--- src/pulse_pos_pkg.sv ---
// Purpose: Shared constants for the pulse-train positioning output block.
// Assumes: 10 MHz mclk, 32-bit positions and rates given in Hz.
// Notes:   Register map holds offsets of word registers on the plain port.
package pulse_pos_pkg;
  localparam int CLK_HZ = 10000000;
  localparam int AW = 4;
  localparam int DW = 32;
  // ==========================================================
  // Register offsets
  localparam logic [3:0] REG_CMD      = 4'h0;
  localparam logic [3:0] REG_TARGET   = 4'h1;
  localparam logic [3:0] REG_INIT_HZ  = 4'h2;
  localparam logic [3:0] REG_MAX_HZ   = 4'h3;
  localparam logic [3:0] REG_ACC_MS   = 4'h4;
  localparam logic [3:0] REG_CTRLWORD = 4'h5;
  localparam logic [3:0] REG_POSITION = 4'h6;
  localparam logic [3:0] REG_STATUS   = 4'h7;
  localparam logic [3:0] REG_TARGET_Y = 4'h8;
  localparam logic [3:0] REG_AUX_X    = 4'h9;
  localparam logic [3:0] REG_AUX_Y    = 4'ha;
  localparam logic [3:0] REG_TABLE    = 4'hb;
  // ==========================================================
  // Command word fields
  localparam int CMD_OP_LSB  = 0;
  localparam int CMD_OUT_LSB = 4;
  localparam int CMD_ABS_BIT = 6;
  localparam int CMD_DIR_BIT = 7;
  localparam int CMD_TGT_BIT = 8;
  localparam int CMD_CEN_BIT = 9;
  // Control word bits
  localparam int CW_SWRESET = 0;
  localparam int CW_STOP    = 3;
  localparam int CW_NEARHOME = 4;
  localparam logic [DW-1:0] CTRL_RESET = 32'h0000_0000;
  localparam logic [DW-1:0] HZ_RESET   = 32'h0000_01f4;
  localparam int MS_CYCLES = CLK_HZ / 1000;
  localparam int TABLE_DEPTH = 8;
  typedef enum logic [2:0]
  {
    OP_TRAPEZOID = 3'h1,
    OP_HOME      = 3'h2,
    OP_JOG       = 3'h3,
    OP_TABLE     = 3'h4,
    OP_LINEAR    = 3'h5,
    OP_CIRCULAR  = 3'h6
  } op_t;
  typedef enum logic [1:0]
  {
    OUT_CW_CCW = 2'h0,
    OUT_DIR_LO = 2'h1,
    OUT_DIR_HI = 2'h2
  } out_method_t;
  typedef enum logic [2:0]
  {
    ST_IDLE  = 3'b000,
    ST_ACCEL = 3'b001,
    ST_RUN   = 3'b011,
    ST_DECEL = 3'b010,
    ST_CLEAR = 3'b110
  } state_t;
endpackage

--- src/pulse_train_positioning_output.sv ---
// Purpose: Pulse-train positioning output for a pulse-input motor driver.
// Assumes: Command and control words arrive over the plain register port.
// Notes:   Axis X drives the pulse pins; axis Y serves interpolated moves.
// Overview of operation
// - Two-pulse method: forward and reverse pins.
// - Direction low forward, high reverse.
// - Direction high forward, low reverse.
// - Relative move emits commanded count, signed.
// - Position counter follows emitted pulses.
// - Absolute move emits target minus position.
// - Absolute direction from target versus position.
// - Home return runs until home input.
// - Near-home low-high-low ending during run starts deceleration.
// - Deviation clear pulse when home input ends run or deceleration.
// - Jog pulses only while trigger held.
// - Jog stops when position meets target.
// - Trapezoid ramps up, runs, ramps down.
// - Linear move drives two axes proportionally.
// - Circular move by pass or centre point.
// - Table mode runs stored moves in turn.
// - Control word resets counter, forces stop.
`timescale 1ns/1ps
`default_nettype none
module pulse_train_positioning_output
(
  input  wire logic                          mclk,
  input  wire logic                          resetn,
  input  wire logic                          ce,
  input  wire logic [pulse_pos_pkg::AW-1:0]  addr,
  input  wire logic [pulse_pos_pkg::DW-1:0]  wdata,
  input  wire logic                          wr,
  input  wire logic                          rd,
  output logic      [pulse_pos_pkg::DW-1:0]  rdata,
  input  wire logic                          home_in,
  input  wire logic                          jog_trigger,
  output logic                               forward_pulse_out,
  output logic                               reverse_pulse_out,
  output logic                               pulse_y_out,
  output logic                               dir_y_out,
  output logic                               deviation_clear,
  output logic                               busy
);
  import pulse_pos_pkg::*;
  localparam logic [DW-1:0] ONE = 32'h0000_0001;
  // ==========================================================
  // Registers
  logic [DW-1:0] cmd_reg, target_reg, init_reg, max_reg, acc_reg;
  logic [DW-1:0] ctrl_reg, pos_reg, tgt_y_reg, aux_x_reg, aux_y_reg;
  logic [DW-1:0] remain_reg, rate_reg, step_reg, ycnt_reg, yacc_reg;
  logic [DW-1:0] ramp_cnt_reg, ramp_len_reg, pos_y_reg, ytot_reg;
  logic [DW-1:0] table_mem [TABLE_DEPTH];
  logic [2:0]    tbl_idx_reg;
  logic          dir_reg, ydir_reg, near_seen_reg, near_prev_reg;
  logic          tbl_run_reg, half_reg, ytick_reg;
  state_t        state_reg;
  op_t           op_reg;
  out_method_t   meth_reg;
  wire tick;
  wire rate_tick;
  wire ypulse;
  // ==========================================================
  // Decoding
  wire wr_cmd  = wr && addr == REG_CMD;
  wire wr_ctrl = wr && addr == REG_CTRLWORD;
  wire wr_tbl  = wr && addr == REG_TABLE;
  wire idle    = state_reg == ST_IDLE;
  wire moving  = !idle && state_reg != ST_CLEAR;
  // A tick that lands after the move has ended is dropped.
  assign tick = rate_tick && moving;
  wire start   = wr_cmd && idle;
  wire [2:0] new_op = wdata[CMD_OP_LSB +: 3];
  wire sw_reset = wr_ctrl && wdata[CW_SWRESET];
  wire force_stop = ctrl_reg[CW_STOP];
  wire near_now = ctrl_reg[CW_NEARHOME];
  wire near_fall = near_prev_reg && !near_now && near_seen_reg;
  wire [DW-1:0] diff = target_reg - pos_reg;
  wire [DW-1:0] rel_mag = wdata[CMD_ABS_BIT] ? (diff[DW-1] ? -diff : diff)
                        : (target_reg[DW-1] ? -target_reg : target_reg);
  wire rel_dir = wdata[CMD_ABS_BIT] ? diff[DW-1] : target_reg[DW-1];
  wire jog_hit = op_reg == OP_JOG && cmd_reg[CMD_TGT_BIT]
              && pos_reg == target_reg;
  wire jog_drop = op_reg == OP_JOG && !jog_trigger;
  wire home_hit = op_reg == OP_HOME && home_in;
  wire counted = op_reg != OP_HOME && op_reg != OP_JOG;
  wire last_pulse = tick && counted && remain_reg == ONE;
  wire end_move = force_stop || jog_drop || jog_hit || home_hit
               || last_pulse || (counted && remain_reg == '0);
  wire ramp_done = ramp_cnt_reg >= ramp_len_reg;
  wire dec_zone = counted && remain_reg <= ramp_cnt_reg;
  wire [DW-1:0] rate_up = (max_reg - rate_reg > step_reg)
                        ? rate_reg + step_reg : max_reg;
  wire [DW:0] yacc_sum = {1'b0, yacc_reg} + {1'b0, ytot_reg};
  // Y axis advances by Bresenham stepping against the X pulse stream.
  wire interp = op_reg == OP_LINEAR || op_reg == OP_CIRCULAR;
  assign ypulse = tick && interp && ycnt_reg != '0
               && (yacc_sum >= {1'b0, ycnt_reg});
  wire [DW-1:0] ramp_step = (max_reg - init_reg) / ((acc_reg == '0) ? ONE : acc_reg);
  wire [DW-1:0] tbl_word = table_mem[tbl_idx_reg];
  pulse_rate_gen u_rate
  (
    .mclk    (mclk),
    .resetn  (resetn),
    .ce      (ce),
    .run     (moving),
    .rate_hz (rate_reg),
    .tick    (rate_tick)
  );
  // ==========================================================
  // Table memory
  always_ff @(posedge mclk)
  begin
    if (ce && wr_tbl)
      table_mem[wdata[DW-1 -: 3]] <= {{3{wdata[DW-4]}}, wdata[DW-4:0]};
  end
  // ==========================================================
  // Register writes and control word
  always_ff @(posedge mclk)
  begin
    if (!resetn)
    begin
      target_reg <= '0;
      init_reg   <= HZ_RESET;
      max_reg    <= HZ_RESET;
      acc_reg    <= '0;
      ctrl_reg   <= CTRL_RESET;
      tgt_y_reg  <= '0;
      aux_x_reg  <= '0;
      aux_y_reg  <= '0;
      near_prev_reg <= 1'b0;
      near_seen_reg <= 1'b0;
    end
    else if (ce)
    begin
      if (wr && addr == REG_TARGET) target_reg <= wdata;
      if (wr && addr == REG_INIT_HZ) init_reg <= wdata;
      if (wr && addr == REG_MAX_HZ) max_reg <= wdata;
      if (wr && addr == REG_ACC_MS) acc_reg <= wdata;
      if (wr && addr == REG_TARGET_Y) tgt_y_reg <= wdata;
      if (wr && addr == REG_AUX_X) aux_x_reg <= wdata;
      if (wr && addr == REG_AUX_Y) aux_y_reg <= wdata;
      if (wr_ctrl) ctrl_reg <= wdata;
      near_prev_reg <= near_now;
      if (near_now && !near_prev_reg) near_seen_reg <= 1'b1;
      else if (start || near_fall) near_seen_reg <= 1'b0;
    end
  end
  // ==========================================================
  // Move sequencer
  always_ff @(posedge mclk)
  begin
    if (!resetn)
    begin
      state_reg <= ST_IDLE;
      op_reg    <= OP_TRAPEZOID;
      meth_reg  <= OUT_CW_CCW;
      cmd_reg   <= '0;
      dir_reg   <= 1'b0;
      ydir_reg  <= 1'b0;
      remain_reg <= '0;
      rate_reg  <= '0;
      step_reg  <= '0;
      ycnt_reg  <= '0;
      ytot_reg  <= '0;
      yacc_reg  <= '0;
      ramp_cnt_reg <= '0;
      ramp_len_reg <= '0;
      tbl_idx_reg <= '0;
      tbl_run_reg <= 1'b0;
      pos_reg   <= '0;
      pos_y_reg <= '0;
    end
    else if (ce)
    begin
      if (sw_reset)
      begin
        pos_reg   <= '0;
        pos_y_reg <= '0;
      end
      else if (tick)
        pos_reg <= dir_reg ? pos_reg - ONE : pos_reg + ONE;
      if (ypulse && !sw_reset)
        pos_y_reg <= ydir_reg ? pos_y_reg - ONE : pos_y_reg + ONE;
      if (tick)
      begin
        remain_reg <= (remain_reg == '0) ? '0 : remain_reg - ONE;
        yacc_reg <= ypulse ? DW'(yacc_sum - {1'b0, ycnt_reg}) : yacc_sum[DW-1:0];
        if (state_reg == ST_ACCEL)
          ramp_cnt_reg <= ramp_cnt_reg + ONE;
      end
      case (state_reg)
        ST_IDLE:
        begin
          if (start || tbl_run_reg)
          begin
            op_reg   <= tbl_run_reg ? OP_TRAPEZOID : op_t'(new_op);
            meth_reg <= tbl_run_reg ? meth_reg
                      : out_method_t'(wdata[CMD_OUT_LSB +: 2]);
            cmd_reg  <= tbl_run_reg ? cmd_reg : wdata;
            rate_reg <= init_reg;
            ramp_cnt_reg <= '0;
            ramp_len_reg <= DW'(acc_reg * (MS_CYCLES / 1000)) / 32'd8 + ONE;
            step_reg <= ramp_step + ONE;
            yacc_reg <= '0;
            state_reg <= ST_ACCEL;
            if (tbl_run_reg)
            begin
              remain_reg <= tbl_word[DW-2] ? -tbl_word : tbl_word;
              dir_reg  <= tbl_word[DW-2];
              tbl_idx_reg <= tbl_idx_reg + 3'h1;
              tbl_run_reg <= tbl_idx_reg != 3'(TABLE_DEPTH - 1)
                          && table_mem[tbl_idx_reg + 3'h1] != '0;
            end
            else if (new_op == OP_JOG)
            begin
              dir_reg  <= wdata[CMD_DIR_BIT];
              rate_reg <= max_reg;
              state_reg <= ST_RUN;
            end
            else if (new_op == OP_HOME)
              dir_reg <= wdata[CMD_DIR_BIT];
            else if (new_op == OP_TABLE)
            begin
              tbl_idx_reg <= '0;
              tbl_run_reg <= table_mem[0] != '0;
              state_reg <= ST_IDLE;
            end
            else
            begin
              remain_reg <= rel_mag;
              dir_reg  <= rel_dir;
              ytot_reg <= (new_op == OP_CIRCULAR)
                ? (wdata[CMD_CEN_BIT] ? aux_y_reg : aux_y_reg + aux_y_reg)
                : (tgt_y_reg[DW-1] ? -tgt_y_reg : tgt_y_reg);
              ycnt_reg <= rel_mag;
              ydir_reg <= (new_op == OP_CIRCULAR) ? aux_x_reg[DW-1]
                        : tgt_y_reg[DW-1];
            end
          end
        end
        ST_ACCEL:
        begin
          if (tick && rate_reg < max_reg && !ramp_done)
            rate_reg <= rate_up;
          if (end_move) state_reg <= ST_IDLE;
          else if (dec_zone) state_reg <= ST_DECEL;
          else if (rate_reg >= max_reg || ramp_done) state_reg <= ST_RUN;
        end
        ST_RUN:
        begin
          if (op_reg == OP_JOG) rate_reg <= max_reg;
          if (home_hit) state_reg <= ST_CLEAR;
          else if (end_move) state_reg <= ST_IDLE;
          else if (dec_zone || (op_reg == OP_HOME && near_fall))
            state_reg <= ST_DECEL;
        end
        ST_DECEL:
        begin
          if (tick && rate_reg > init_reg + step_reg)
            rate_reg <= rate_reg - step_reg;
          if (home_hit) state_reg <= ST_CLEAR;
          else if (end_move) state_reg <= ST_IDLE;
        end
        ST_CLEAR:
          state_reg <= ST_IDLE;
        default:
          state_reg <= ST_IDLE;
      endcase
    end
  end
  // ==========================================================
  // Pin drive and read data
  always_ff @(posedge mclk)
  begin
    if (!resetn)
    begin
      forward_pulse_out <= 1'b0;
      reverse_pulse_out <= 1'b0;
      pulse_y_out <= 1'b0;
      dir_y_out <= 1'b0;
      deviation_clear <= 1'b0;
      busy <= 1'b0;
      rdata <= '0;
      half_reg <= 1'b0;
      ytick_reg <= 1'b0;
    end
    else if (ce)
    begin
      half_reg <= tick;
      ytick_reg <= ypulse;
      case (meth_reg)
        OUT_CW_CCW:
        begin
          forward_pulse_out <= tick && !dir_reg;
          reverse_pulse_out <= tick && dir_reg;
        end
        OUT_DIR_LO:
        begin
          forward_pulse_out <= tick;
          reverse_pulse_out <= dir_reg;
        end
        default:
        begin
          forward_pulse_out <= tick;
          reverse_pulse_out <= !dir_reg;
        end
      endcase
      pulse_y_out <= ypulse;
      dir_y_out <= ydir_reg;
      deviation_clear <= state_reg == ST_CLEAR;
      busy <= !idle || tbl_run_reg;
      if (rd && addr == REG_POSITION) rdata <= pos_reg;
      else if (rd && addr == REG_STATUS)
        rdata <= {27'h0, dir_reg, state_reg, !idle};
      else if (rd && addr == REG_CTRLWORD) rdata <= ctrl_reg;
      else if (rd && addr == REG_TARGET) rdata <= target_reg;
      else if (rd && addr == REG_AUX_Y) rdata <= pos_y_reg;
      else rdata <= '0;
    end
  end
endmodule
`default_nettype wire

--- src/pulse_rate_gen.sv ---
// Purpose: Phase accumulator that emits one tick per pulse at a given rate.
// Assumes: Rate is in Hz and below half the clock rate.
// Notes:   Tick is a one-cycle strobe; zero rate gives no ticks.
`timescale 1ns/1ps
`default_nettype none
module pulse_rate_gen
(
  input  wire logic                     mclk,
  input  wire logic                     resetn,
  input  wire logic                     ce,
  input  wire logic                     run,
  input  wire logic [pulse_pos_pkg::DW-1:0] rate_hz,
  output logic                          tick
);
  import pulse_pos_pkg::*;
  logic [DW:0] acc_reg;
  logic [DW:0] acc_next;
  wire  [DW:0] sum = acc_reg + {1'b0, rate_hz};
  wire         wrap = sum >= (DW+1)'(CLK_HZ);
  assign acc_next = !run ? '0 : (wrap ? sum - (DW+1)'(CLK_HZ) : sum);
  // ==========================================================
  // Accumulator
  always_ff @(posedge mclk)
  begin
    if (!resetn)
    begin
      acc_reg <= '0;
      tick    <= 1'b0;
    end
    else if (ce)
    begin
      acc_reg <= acc_next;
      tick    <= run && wrap;
    end
  end
endmodule
`default_nettype wire

--- config.mk ---
export PLATFORM = sky130hd
export DESIGN_NAME = pulse_train_positioning_output
export DESIGN_NICKNAME = d
export VERILOG_FILES = /design/src/pulse_pos_pkg.sv /design/src/pulse_train_positioning_output.sv /design/src/pulse_rate_gen.sv
export SDC_FILE = /design/constraint.sdc
export NUM_CORES = 2
export LEC_CHECK = 0
export ABC_CLOCK_PERIOD_IN_PS = 129100
export BUFFER_PORTS_ARGS = -buffer_cell sky130_fd_sc_hd__buf_2
export CORE_MARGIN = 8
export CORE_UTILIZATION = 30
export CTS_BUF_LIST = sky130_fd_sc_hd__clkbuf_8
export CTS_CLUSTER_DIAMETER = 100
export CTS_CLUSTER_SIZE = 25
export DETAILED_ROUTE_END_ITERATION = 8
export PLACE_DENSITY_LB_ADDON = 0.25
export SYNTH_ARGS = -nofsm -noshare
export SYNTH_HDL_FRONTEND = slang
export SYNTH_SLANG_ARGS = --single-unit
--- constraint.sdc ---
create_clock -name mclk -period 129.1 [get_ports mclk]
set_input_delay 19.365 -clock mclk [delete_from_list [all_inputs] [get_ports mclk]]
set_output_delay 19.365 -clock mclk [all_outputs]
set_load 0.02 [all_outputs]
Word-level counts from Yosys, hierarchy flattened --
Memories as Yosys holds them, arrays and structs flattened. A register that Yosys moved wholly into a read port is not among the register bits. Cells that the tools add are included.
Word-level totals: register bits 673, latch bits 0, memories 1, logic and storage cells 291, ROM bits 0, RAM bits 256
Cells by class: reductions and logical operators 93, shift operators 0, equality and inequality tests 40, multiplexer cells 82, bitwise operators 4, add/subtract/negate cells 24, div/mod/pow operators 1, multipliers 1, $lt $le $gt $ge 8
Memories:
- table_mem | depth 8, width 32, read ports 3, clocked after memory_dff 1, write ports 1, line pulse_train_positioning_output.sv:51 | logic [DW-1:0] table_mem [TABLE_DEPTH];
Operator list (number):
- two-way mux 32 bit | 42
- subtractor 32 bit | 5
- adder 32 x 1 -> 32 bit (second input constant) | 4
- negation 32 bit | 4
- case mux 32 bit (4 select lines) | 1
- adder 32 bit | 3
- nonzero test 32 bit | 3
- subtractor 32 x 1 -> 32 bit (second input constant) | 3
- two-way mux 33 bit | 2
- >= comparator 32 bit | 2
- > comparator 32 bit | 2
- logical NOT 32 bit | 2
- two-way mux 3 bit | 16
- logical AND 1 bit | 44
- adder 32 x 32 -> 33 bit | 1
- adder 33 x 32 -> 33 bit | 1
- >= comparator 33 x 24 -> 1 bit (second input constant) | 1
- >= comparator 33 x 32 -> 1 bit | 1
- subtractor 33 x 24 -> 33 bit (second input constant) | 1
- divider 32 x 32 -> 32 bit | 1
- equality test 32 x 1 -> 1 bit (second input constant) | 1
- equality test 32 bit | 1
- less-or-equal comparator 32 bit | 1
- < comparator 32 bit | 1
- other kinds (35) | 110

Longest topological paths before layout --
word-level depth 11, gate-level depth with buffers 375

By module --
From an unflattened synthesis, not the netlist that was laid out.
Second synthesis, totals: cell total of the unflattened synthesis 11669, area, all modules 89687.3 um^2
Modules (own cells, without submodules):
- pulse_train_positioning_output | times used 1, cells each 11117, area each 85567.1 um^2
- pulse_rate_gen | times used 1, cells each 552, area each 4120.2 um^2

Worst setup path after synthesis --
No wires, ideal clock.
path kind reg-to-reg, from reg acc_reg[23], to reg step_reg[26], setup time 134 ps, data arrival time 73056 ps, stages on the path, launching flop included 343, setup slack 55910 ps, path through dfxtp_1 -> nor4_4 -> nand4_2 -> clkbuf_1 -> or3_1 -> clkbuf_1 -> nor3_1 -> or2_2 -> inv_1 -> ha_1 -> a21oi_1 -> ha_1 -> o21a_1 -> nor2_1 -> nor3_1 -> a21oi_1 -> nand2b_1 -> nand3_1 -> (+307 left out) -> a21o_1 -> o21ai_0 -> nand2_1 -> inv_2 -> buf_1 -> mux2_2 -> ha_1 -> a21o_1 -> a21oi_1 -> o21ai_0 -> a21oi_1 -> o311a_1 -> a21oi_1 -> ha_1 -> nand3_1 -> or4_1 -> xnor2_1 -> o22ai_1
Between the ends: word-level cells in the longest chain between the ends 4
Ends and longest elaborated chain:
- start, declared | line pulse_train_positioning_output.sv:47 | logic [DW-1:0] cmd_reg, target_reg, init_reg, max_reg, acc_reg;
- start signal, assigned | line pulse_train_positioning_output.sv:137 | if (wr && addr == REG_ACC_MS) acc_reg <= wdata;
- logical NOT 32 bit | line pulse_train_positioning_output.sv:97 | wire [DW-1:0] ramp_step = (max_reg - init_reg) / ((acc_reg == '0) ? ONE : acc_reg);
- two-way mux 32 bit * | line pulse_train_positioning_output.sv:97
- divider 32 x 32 -> 32 bit * | line pulse_train_positioning_output.sv:97
- adder 32 x 1 -> 32 bit * | line pulse_train_positioning_output.sv:202 | step_reg <= ramp_step + ONE;
- end signal, assigned | line pulse_train_positioning_output.sv:202
- end, declared | line pulse_train_positioning_output.sv:49 | logic [DW-1:0] remain_reg, rate_reg, step_reg, ycnt_reg, yacc_reg;
Every way passes the cells marked *; elsewhere a longest branch is shown, timed or not. A chain may end at the register's enable or synchronous reset.

Final worst setup path --
from reg acc_reg[31], to reg step_reg[18]
Same word-level chain as after synthesis.

==> run_results.csv <==
group,metric,value,unit
critical_path,cp_data_arrival_time,91.95,ns
critical_path,worst-r2r-setup-slack,37.81,ns
grt,global_route_total_overflow,0,
critical_path,crit-reg2reg-launch,"acc_reg[31]",
sta,post-route-period-util,0.7071,
clock_network,clk_pin_slew,0.15,ns
detailed_routing,routed_wire_length_per_instance,23.28,um
layout,finish.net_count,12480,
yosys,synth.distinct_cells,113,
layout,layout.cell_area.non_filler,0.09500,sq mm
sta,timing_worst_slew_pin_value,1.282,ns
layout,final_cell_mix,"1334 x sky130_fd_sc_hd__nand2_1, 1095 x sky130_fd_sc_hd__a21oi_1, 1065 x sky130_fd_sc_hd__ha_1",
grt,antenna_violations_before_repair,19,
critical_path,regToRegEndpoint,"step_reg[18]",
critical_path,crit_start,"acc_reg[31]",
die,floorplan.die_area,0.3145,sq mm
critical_path,crit_path_frequent_cell,"sky130_fd_sc_hd__a21oi_1",
place,detailedPlacementHpwl,273.9,mm
clock_network,tritoncts_clock_tree,"yes",
sta,hold_slack,0.4637,ns
layout,largest_register_ff_count,232,
layout,final_util,0.3209,
yosys,synth_top_cell_area_share,0.1497,
detailed_routing,viasPerCell,5.659,
detailed_routing,vias,86810,
critical_path,end_kind,"flop",
critical_path,cpPeakStageDelay,0.99,ns
grt,gr_util_all_layers,0.2138,
die,core-area,0.2960,sq mm
layout,fill_cells,31860,
outcome,run_status,"completed",
yosys,yosys_register_bits,867,
die,placementRows,200,
grt,first_global_vias,80990,
clock_network,htree_num_levels,2,
grt,grt_start_max_net_pins,129,
detailed_routing,drc,0,
layout,multi_input_area,0.06586,sq mm
critical_path,path_max_fanout,32,
sta,timing.final.setup_violations,0,
critical_path,worst-setup-path-type,"flop to flop",
detailed_routing,totalWireLength,357.1,mm
clock_network,cts.sinks,867,
detailed_routing,initialDrtViolationCount,7632,
die,die_y,560.8,um
die,io_pins,81,
worst_hold_path,hold_end,"ctrl_reg[16]",
place,gp_congestion,0.9516,
sta,max_slew_headroom,0.1456,
sta,timing.final.hold_violations,0,
place,numPortBuffers,80,
layout,area_growth_syn_to_layout,6.709,%
detailed_routing,ant_nets,0,
sta,final.setup_skew,0.1333,ns
clock_network,clk_latency,0.90,ns
clock_network,clk_root_buffer_cell,"sky130_fd_sc_hd__clkbuf_8",
run,max-cap-violations,0,
place,placed_cell_area,0.09389,sq mm
clock_network,cts_hold_buffers,0,
worst_hold_path,min_path_type,"flop to flop",
clock_network,numCtsBuffers,50,
layout,drive_above_1_share,0.05485,
detailed_routing,dr.pass1.iters,9,
yosys,synth_async_sr_flop_share,0,
yosys,synth_area_leaders,"sky130_fd_sc_hd__ha_1 15%, sky130_fd_sc_hd__dfxtp_1 14%, sky130_fd_sc_hd__edfxtp_1 7.8%",
sta,final_period_minus_worst_setup_slack,91.29,ns
clock_network,cts-root-to-sink-buffers,3,
yosys,syn-num-nets,12670,
sta,maxSlewViolCount,0,
critical_path,timing.reg2reg.worst_path_depth,311,
sta,unrepaired_setup_endpoints_after_global_routing,"false",
critical_path,slowest_stage,"sky130_fd_sc_hd__nor2_1",
critical_path,kind_of_launch_point_of_the_worst_setup_path,"flop",
yosys,synth_largest_area_cell,"sky130_fd_sc_hd__ha_1",
yosys,synth.yosys.seq_area_share,0.2210,
yosys,synth_enable_flop_cells,232,
sta,fmax,10.95,MHz
yosys,post_synth.cell_area_avg,7.707,sq um
die,die-width,560.8,um
worst_hold_path,worst_hold_startpoint,"ctrl_reg[16]",
yosys,synth.yosys.warnings,0,
layout,layout.cells.most_common,"sky130_fd_sc_hd__nand2_1",
layout,regArea,0.01969,sq mm
worst_hold_path,worst_hold_depth,2,
yosys,netlist_instances,11550,
sta,sum_of_negative_setup_slack,0,ns
yosys,ys_dominant_reg_cell,"sky130_fd_sc_hd__dfxtp_1",
die,start_util,0.3007,
clock_network,cts.repair_timing.setup_buffer_count,0,
clock_network,post_cts.resized_instances,0,
grt,grt_pass1_wl,526.0,mm
yosys,synth.cell_area,0.08903,sq mm
critical_path,required_time_of_the_critical_path,129.76,ns
[worst max-delay path by stage]
| stage | to | slack [ns] | cells past startpoint |
|---|---|---|---|
| 6_report | step_reg[18] | 37.81 | 311 |
| 5_1_grt | step_reg[18] | 32.17 | 313 |
| 4_1_cts | step_reg[18] | 39.48 | 312 |
| 3_5_place_dp | step_reg[18] | 39.79 | 310 |
| 3_3_place_gp | step_reg[18] | 41.02 | 313 |
| 2_1_floorplan | step_reg[26] | 55.91 | 342 |
[per-stage QoR]
| stage | setup slack (ns) | cells |
|---|---|---|
| finish | 37.81 | 15340 |
| floorplan | 55.91 | 11550 |
| global placement | 41.02 | 15250 |
| CTS | 39.48 | 15330 |
| detailed placement | 39.79 | 15250 |
| global route | 32.17 | 15340 |
[synth_stat cells, types with 25 or more instances]
library cell               instances
sky130_fd_sc_hd__a41oi_1          29
sky130_fd_sc_hd__dfxtp_1         635
sky130_fd_sc_hd__or2_2            76
sky130_fd_sc_hd__a22oi_1         112
sky130_fd_sc_hd__a22o_1           32
sky130_fd_sc_hd__a21boi_0         27
sky130_fd_sc_hd__mux2_2           74
sky130_fd_sc_hd__buf_1            40
sky130_fd_sc_hd__xnor2_1         524
sky130_fd_sc_hd__o31ai_1          94
sky130_fd_sc_hd__o21ai_0         640
sky130_fd_sc_hd__o21a_1          176
sky130_fd_sc_hd__inv_1           516
sky130_fd_sc_hd__nand2_1        1338
sky130_fd_sc_hd__o21ai_1          38
sky130_fd_sc_hd__o211ai_1        100
sky130_fd_sc_hd__a21oi_1        1097
sky130_fd_sc_hd__xor2_1          351
sky130_fd_sc_hd__nand2b_1        133
sky130_fd_sc_hd__o22ai_1          54
sky130_fd_sc_hd__and3_1           87
sky130_fd_sc_hd__mux4_2           59
sky130_fd_sc_hd__edfxtp_1        232
sky130_fd_sc_hd__nor4_1          123
sky130_fd_sc_hd__mux2i_1          87
sky130_fd_sc_hd__a211o_1          31
sky130_fd_sc_hd__a31oi_1         166
sky130_fd_sc_hd__ha_1           1065
sky130_fd_sc_hd__nor2_1         1045
sky130_fd_sc_hd__nor3_1          289
sky130_fd_sc_hd__clkbuf_1        407
sky130_fd_sc_hd__o21bai_1         82
sky130_fd_sc_hd__a222oi_1         25
sky130_fd_sc_hd__or4_1            45
sky130_fd_sc_hd__nand4_1         122
sky130_fd_sc_hd__nor2b_1         153
sky130_fd_sc_hd__and2_1           75
sky130_fd_sc_hd__a211oi_1        165
sky130_fd_sc_hd__a21o_1          322
sky130_fd_sc_hd__nand3_1         251
sky130_fd_sc_hd__or3_1           130
[worst max-delay path, delay by kind of cell (launching register included)]
kind	cells	cell delay (ns)
compound gates	151	44.88
xor+xnor	1	0.35
fa+ha+maj	33	10.36
buf+inv	16	4.38
flops	1	0.39
mux	5	1.66
simple gates	105	28.87
[cell type report]
type                       instances  area share
inverter                         517     0.02051
timing repair buffer             221     0.01546
clock inverter                    37    0.004188
tap                             3939     0.05188
antenna                            6   0.0001580
multi-input combinational       9701      0.6932
clock buffer                      51    0.007388
sequential                       867      0.2072
[logic make-up after synthesis]
kind of cell / count (synthesis) / share of synthesized area
AOI/OAI and AO/OA: 3532 / 0.2537
xor gates and xnor gates: 876 / 0.08626
adders and majority gates: 1077 / 0.1524
buffers and inverters: 984 / 0.04182
DFF: 867 / 0.2210
muxes: 220 / 0.03407
and+or+nand+nor: 3996 / 0.2107
[metal layers]
layer	vias to the layer above	global-route usage	routed length, um
met4	4	0.06932	13610
met1	41330	0.2978	162400
met5	-	0	14
li1	41940	-	-
met3	498	0.01985	22480
met2	3036	0.3471	158600
Power is left out: the tool's default activity adds up to more than one toggle a clock period on the data nets, which glitch-free logic cannot reach.
